$ cat config.mk
export PLATFORM = sky130hd
export DESIGN_NAME = pwm_register_write_lock
export DESIGN_NICKNAME = d
export VERILOG_FILES = /design/src/verilog/pwm_lock_pkg.sv /design/src/verilog/pin_map.sv /design/src/verilog/pwm_register_write_lock.sv
export SDC_FILE = /design/constraint.sdc
export NUM_CORES = 1
export LEC_CHECK = 0
export ABC_AREA = 0
export BUFFER_PORTS_ARGS = -buffer_cell sky130_fd_sc_hd__buf_2
export CELL_PAD_IN_SITES_DETAIL_PLACEMENT = 1
export CELL_PAD_IN_SITES_GLOBAL_PLACEMENT = 1
export CORE_MARGIN = 2
export CORE_UTILIZATION = 46
export CTS_BUF_LIST = sky130_fd_sc_hd__clkbuf_8
export DETAILED_ROUTE_END_ITERATION = 7
export PLACE_DENSITY = 0.82
export SLEW_MARGIN = 40
export SYNTH_ARGS = -nofsm -noshare
export SYNTH_HDL_FRONTEND = slang
export SYNTH_SLANG_ARGS = --single-unit
$ cat constraint.sdc
create_clock -name sys_clk -period 3.43 [get_ports sys_clk]
set_clock_uncertainty 0.2 [all_clocks]
set_input_delay 0.5145 -clock sys_clk [delete_from_list [all_inputs] [get_ports sys_clk]]
set_output_delay 0.5145 -clock sys_clk [all_outputs]
set_load 0.02 [all_outputs]
$ cat src/verilog/pwm_lock_pkg.sv
// constants for the pwm register write-lock block
package pwm_lock_pkg;
  localparam int          ADDR_W          = 4;
  localparam int          DATA_W          = 16;
  // register offsets
  localparam logic [3:0]  OFS_KEY         = 4'h0;
  localparam logic [3:0]  OFS_IO_CTRL     = 4'h1;
  localparam logic [3:0]  OFS_FCL_CTRL    = 4'h2;
  localparam logic [3:0]  OFS_STATUS      = 4'h3;
  // unlock keys
  localparam logic [15:0] KEY_FIRST       = 16'habcd;
  localparam logic [15:0] KEY_SECOND      = 16'h4321;
  // io control fields
  localparam int          IO_SWAP_BIT     = 1;
  localparam int          IO_OVERRIDE_SYNC_SELECT_BIT    = 0;
  localparam int          IO_OVERRIDE_OUTPUT_DATA_LO    = 2;
  localparam int          IO_OVREN_LO     = 4;
  // reset values
  localparam logic [15:0] IO_CTRL_RESET   = 16'h0000;
  localparam logic [15:0] FCL_CTRL_RESET  = 16'h0000;
  // status fields
  localparam int          ST_ARMED_BIT    = 0;
  localparam int          ST_LOCKEN_BIT   = 1;
  localparam int          ST_REJECT_BIT   = 2;

  typedef enum logic [1:0]
  {
    LK_IDLE  = 2'b00,
    LK_KEY1  = 2'b01,
    LK_OPEN  = 2'b10
  } lock_state_t;
endpackage

$ cat src/verilog/pin_map.sv
// output pin mapping with swap and override timing
`timescale 1ns/1ps
module pin_map
  import pwm_lock_pkg::*;
(
  // clock and reset
  input  wire logic       sys_clk,
  input  wire logic       reset,
  input  wire logic       clk_en,
  // control
  input  wire logic       swap,
  input  wire logic       override_sync_select,
  input  wire logic [1:0] ovr_en,
  input  wire logic [1:0] ovr_data,
  input  wire logic       period_end,
  // pwm in, pins out
  input  wire logic       pwm_h,
  input  wire logic       pwm_l,
  output logic            pin_h,
  output logic            pin_l
);
  logic [1:0] ovr_en_q;
  logic [1:0] ovr_data_q;
  logic       h_sel;
  logic       l_sel;

  // override values take effect at the period edge or at once
  always_ff @(posedge sys_clk or posedge reset)
  begin
    if (reset)
    begin
      ovr_en_q   <= 2'h0;
      ovr_data_q <= 2'h0;
    end
    else if (clk_en && (!override_sync_select || period_end))
    begin
      ovr_en_q   <= ovr_en;
      ovr_data_q <= ovr_data;
    end
  end

  always_comb
  begin
    h_sel = ovr_en_q[1] ? ovr_data_q[1] : pwm_h;
    l_sel = ovr_en_q[0] ? ovr_data_q[0] : pwm_l;
  end

  always_ff @(posedge sys_clk or posedge reset)
  begin
    if (reset)
    begin
      pin_h <= 1'b0;
      pin_l <= 1'b0;
    end
    else if (clk_en)
    begin
      pin_h <= swap ? l_sel : h_sel;
      pin_l <= swap ? h_sel : l_sel;
    end
  end
endmodule

$ cat src/verilog/pwm_register_write_lock.sv
// write-lock sequencer and protected pwm control registers
//
// The plain strobed port and the register offsets were decided locally.
`timescale 1ns/1ps
// How it works
// - while locked, writes to io and fault control registers are dropped
// - lock config bit high enables locking; low makes registers freely writable
// - only key abcd followed by key 4321 counts as an unlock
// - protected write must be the very next register access after unlock
// - one unlock allows exactly one protected write
// - swap bit exchanges high and low side pins
// - override_sync_select bit defers override data to the period boundary
module pwm_register_write_lock
  import pwm_lock_pkg::*;
(
  // clock and reset
  input  wire logic              sys_clk,
  input  wire logic              reset,
  input  wire logic              clk_en,
  // configuration
  input  wire logic              write_lock_config_bit,
  // register port
  input  wire logic [ADDR_W-1:0] reg_addr,
  input  wire logic [DATA_W-1:0] reg_wdata,
  input  wire logic              reg_wr,
  input  wire logic              reg_rd,
  output logic      [DATA_W-1:0] reg_rdata,
  // pwm side
  input  wire logic              timebase_enable,
  input  wire logic              period_end,
  input  wire logic              high_side_output,
  input  wire logic              low_side_output,
  output logic                   pin_h,
  output logic                   pin_l,
  output logic      [DATA_W-1:0] fault_current_limit_control
);
  lock_state_t       state_q;
  lock_state_t       state_d;
  logic [DATA_W-1:0] pwm_io_control_q;
  logic [DATA_W-1:0] fcl_q;
  logic              reject_q;
  logic              access;
  logic              prot_wr;
  logic              wr_ok;

  function automatic logic is_protected(input logic [ADDR_W-1:0] a);
    is_protected = (a == OFS_IO_CTRL) || (a == OFS_FCL_CTRL);
  endfunction

  assign access  = reg_wr || reg_rd;
  assign prot_wr = reg_wr && is_protected(reg_addr);
  assign wr_ok   = prot_wr && (!write_lock_config_bit || state_q == LK_OPEN);

  // sequencer: every register access advances or resets it
  always_comb
  begin
    state_d = state_q;
    if (access)
    begin
      case (state_q)
        LK_IDLE:
        begin
          state_d = (reg_wr && reg_addr == OFS_KEY && reg_wdata == KEY_FIRST)
                    ? LK_KEY1 : LK_IDLE;
        end
        LK_KEY1:
        begin
          state_d = (reg_wr && reg_addr == OFS_KEY && reg_wdata == KEY_SECOND)
                    ? LK_OPEN : LK_IDLE;
        end
        LK_OPEN:
        begin
          // any access closes the window, the protected write included
          state_d = LK_IDLE;
        end
        default:
        begin
          state_d = LK_IDLE;
        end
      endcase
    end
  end

  always_ff @(posedge sys_clk or posedge reset)
  begin
    if (reset)
      state_q <= LK_IDLE;
    else if (clk_en)
      state_q <= state_d;
  end

  always_ff @(posedge sys_clk or posedge reset)
  begin
    if (reset)
      pwm_io_control_q <= IO_CTRL_RESET;
    else if (clk_en && wr_ok && reg_addr == OFS_IO_CTRL)
      pwm_io_control_q <= reg_wdata;
  end

  always_ff @(posedge sys_clk or posedge reset)
  begin
    if (reset)
      fcl_q <= FCL_CTRL_RESET;
    else if (clk_en && wr_ok && reg_addr == OFS_FCL_CTRL)
      fcl_q <= reg_wdata;
  end

  // sticky flag of a dropped protected write, cleared by reading status
  // set wins over a clear arriving in the same cycle
  always_ff @(posedge sys_clk or posedge reset)
  begin
    if (reset)
      reject_q <= 1'b0;
    else if (clk_en)
    begin
      if (prot_wr && !wr_ok)
        reject_q <= 1'b1;
      else if (reg_rd && reg_addr == OFS_STATUS)
        reject_q <= 1'b0;
    end
  end

  always_ff @(posedge sys_clk or posedge reset)
  begin
    if (reset)
      reg_rdata <= '0;
    else if (clk_en)
    begin
      reg_rdata <= '0;
      if (reg_rd)
      begin
        case (reg_addr)
          OFS_IO_CTRL:  reg_rdata <= pwm_io_control_q;
          OFS_FCL_CTRL: reg_rdata <= fcl_q;
          OFS_STATUS:
          begin
            reg_rdata[ST_ARMED_BIT]  <= (state_q == LK_OPEN);
            reg_rdata[ST_LOCKEN_BIT] <= write_lock_config_bit;
            reg_rdata[ST_REJECT_BIT] <= reject_q;
          end
          default:      reg_rdata <= '0;
        endcase
      end
    end
  end

  always_ff @(posedge sys_clk or posedge reset)
  begin
    if (reset)
      fault_current_limit_control <= FCL_CTRL_RESET;
    else if (clk_en)
      fault_current_limit_control <= fcl_q;
  end

  // timebase_enable only gates period_end; swap and override_sync_select stay writable while running
  pin_map u_pin_map
  (
    .sys_clk    (sys_clk),
    .reset      (reset),
    .clk_en     (clk_en),
    .swap       (pwm_io_control_q[IO_SWAP_BIT]),
    .override_sync_select      (pwm_io_control_q[IO_OVERRIDE_SYNC_SELECT_BIT]),
    .ovr_en     (pwm_io_control_q[IO_OVREN_LO+1:IO_OVREN_LO]),
    .ovr_data   (pwm_io_control_q[IO_OVERRIDE_OUTPUT_DATA_LO+1:IO_OVERRIDE_OUTPUT_DATA_LO]),
    .period_end (period_end && timebase_enable),
    .pwm_h      (high_side_output),
    .pwm_l      (low_side_output),
    .pin_h      (pin_h),
    .pin_l      (pin_l)
  );
endmodule
==> flow_summary.ini <==
[global_route]
grt_pass1_vias = 2385
grtUsageTotal_pct = 21.9
antenna_found_initial = 0
grt_max_degree = 39
grt_pass1_wl_um = 12500
grt_overflow_total = 0

[floorplanning]
core-area_um2 = 6720
die-area_um2 = 7510
rows = 30
die_h_um = 86.7
fp.dieW_um = 86.7
start_util_pct = 46.8
io-pin-count = 64

[logic_synthesis]
syn_nets = 259
synth_top_area_share_pct = 58.1
synthTopCellsByCount = dfrtp_1 (73), mux2_2 (55), inv_1 (20)
synth-seq-cells = 73
async_flop_share_pct = 100
yosysMostFrequentCell = dfrtp_1
synthesis.area_um2 = 3140
ys_seq_area_share_pct = 58.1
synth_edf_count = 0
synth_cells = 229
avgSynthCellArea_um2 = 13.7
ys_types = 32
synth-warning-count = 0
ys.flop_type = dfrtp_1
synth.area.top_cells = dfrtp_1 (58%), mux2_2 (20%), a22oi_1 (3.6%)
yosysTopAreaCell = dfrtp_1

[sta]
rsz0062_at_grt = false
setup-violations-final = 0
slew_headroom_pct = 57.0
max_freq_mhz = 475
hold_violations = 0
finalCriticalPeriod_ns = 2.10
fin_crit_sh_pct = 61.3
worstMarginPinSlew_ns = 0.645
fin_tns_setup_ns = 0
drv_slew = 0

[drt]
finalWirelength_um = 7580
drc = 0
vias = 2160
drtPass1Iterations = 4
wl_per_cell_um = 19.8
drtIter0Drc = 103
ant_nets = 0
avgViaCountPerCell = 5.64

[layout]
stdcell_count = 383
antenna_cells = 0
final_core_util_pct = 56.8
design_area_um2 = 3820
drive_gt1_share_pct = 49.2
finalNetCount = 328
syn_to_final_growth_pct = 21.5

[pwr]
ir_drop_mv = 0.212
power_density_nw_per_um2 = 567
leakage_nw = 1.82
finalPower_mw = 2.16

[worst_setup_path]
path_cells = buf_2, nand4bb_4, a2111oi_4, buf_4, mux2_2
critPathMaxFanout = 20
crit_type = input port to flop
crit_buf_inv = 2
cpPeakStageDelay_ns = 0.40
slowest_stage = buf_2
crit_family = buffers and inverters
endpoint_kind = flop
worstSetupStartpointType = input port
cp.arrival_ns = 2.13
worst-endpoint-required_ns = 3.46

[place]
hpwl_um = 5370
port_buffers = 63
gp_congestion = 0.765
dpl_cell_area_um2 = 3560
dp_cells = 367

[clock_tree]
htree_levels = 3
tritoncts = built
clkSinkCount = 73
clkSlewWorstSetupHoldPaths_ns = 0.08
cts_root_buffer = clkbuf_8
cts.path.max_buffers = 2
hold_buffers = 0
post_cts_resized = 0
clk_latency_ns = 0.35
numCtsBuffers = 9
post_cts_buffers = 0

[run]
cap_violations = 0

[min_path]
hold_class = input port to asynchronous set/reset pin

[status]
outcome = finished clean
power by group:
| part | internal [mW] | switching, mW | leakage (nW) |
|---|---|---|---|
| registers | 0.959 | 0.0663 | 0.979 |
| logic | 0.142 | 0.166 | 0.717 |
| clock network | 0.505 | 0.326 | 0.123 |
| total | 1.61 | 0.557 | 1.82 |
layout by cell type, fill, tap and decap left out, types with 2 or more instances in the layout:
| cell type | netlist | layout |
|---|---|---|
| buf_4 | 0 | 7 |
| buf_2 | 3 | 63 |
| a22oi_1 | 15 | 15 |
| a2111oi_4 | 2 | 2 |
| nand2_1 | 5 | 5 |
| nand4_1 | 3 | 3 |
| o21ai_0 | 3 | 3 |
| clkbuf_8 | 0 | 10 |
| nor2b_1 | 2 | 2 |
| nor4_1 | 2 | 2 |
| dfrtp_1 | 73 | 73 |
| nor4b_1 | 2 | 2 |
| o22ai_1 | 15 | 15 |
| inv_1 | 20 | 19 |
| bufinv_16 | 0 | 3 |
| mux2_2 | 55 | 55 |
| clkinv_4 | 0 | 2 |
| mux2i_1 | 4 | 4 |
flip-flops by register name, summed over array words and instances, names as in the netlist:
| name | flops |
|---|---|
| reject_q | 1 |
| u_pin_map.pin_l | 1 |
| pwm_io_control_q | 16 |
| fcl_q | 16 |
| u_pin_map.ovr_en_q | 2 |
| u_pin_map.ovr_data_q | 2 |
| state_q | 2 |
| u_pin_map.pin_h | 1 |
| reg_rdata | 16 |
| fault_current_limit_control | 16 |
layout make-up:
type                    instances  area [um^2]
fillers                       687         2900
clock buffers                  10          138
flip-flops and latches         73         1830
inverters                      20         76.3
clock inverters                 6          115
repair buffers                 71          388
well taps                      80          100
multi-input cells             123         1170
per-stage QoR:
| step | hold WS [ns] | setup WS (ns) |
|---|---|---|
| final | 0.0288 | 1.33 |
| after CTS | 0.121 | 1.34 |
| after detailed placement | 0.291 | 0.984 |
| after global routing | 0.0556 | 1.22 |
| after floorplan | 0.276 | 0.862 |
| after global placement | 0.285 | 1.04 |
cell families after synthesis:
group | Yosys count | share of synthesized area, %
AOI/OAI and AO/OA | 40 | 10.2
buffers and inverters | 33 | 4.54
DFF | 73 | 58.1
muxes | 60 | 21.3
and+or+nand+nor | 23 | 5.77
per-layer routing:
| metal | vias to the layer above | track usage (%) | part of all wire [%] |
|---|---|---|---|
| met5 | - | 0 | 0 |
| met1 | 1118 | 28.5 | 43 |
| met4 | 0 | 9.23 | 1.5 |
| met2 | 54 | 36.9 | 52 |
| met3 | 8 | 2.95 | 3.1 |
| li1 | 980 | - | - |
worst reg2reg max path: stages, from the launching register on:
cell	delay, ns
dfrtp_1	0.42
nand2b_4	0.18
a2111oi_4	0.34
buf_4	0.30
mux2_2	0.38
worst paths after layout:
kind	slack, ns	start	to	depth (start not counted)
setup reg to reg	1.50	state_q[0]$_DFFE_PP0P_	pwm_io_control_q[13]$_DFFE_PP0P_	4
hold reg to reg	0.30	fault_current_limit_control[2]$_DFFE_PP0P_	fault_current_limit_control[2]$_DFFE_PP0P_	1
setup / recovery	1.33	clk_en	pwm_io_control_q[13]$_DFFE_PP0P_	5
max in group asynchronous	2.39	reset	reg_rdata[1]$_DFFE_PP0P_	3
min in group sys_clk	0.23	reg_wdata[9]	pwm_io_control_q[9]$_DFFE_PP0P_	2
hold / removal	0.03	reset	pwm_io_control_q[15]$_DFFE_PP0P_	2
Power figures use the tool's default switching activity.
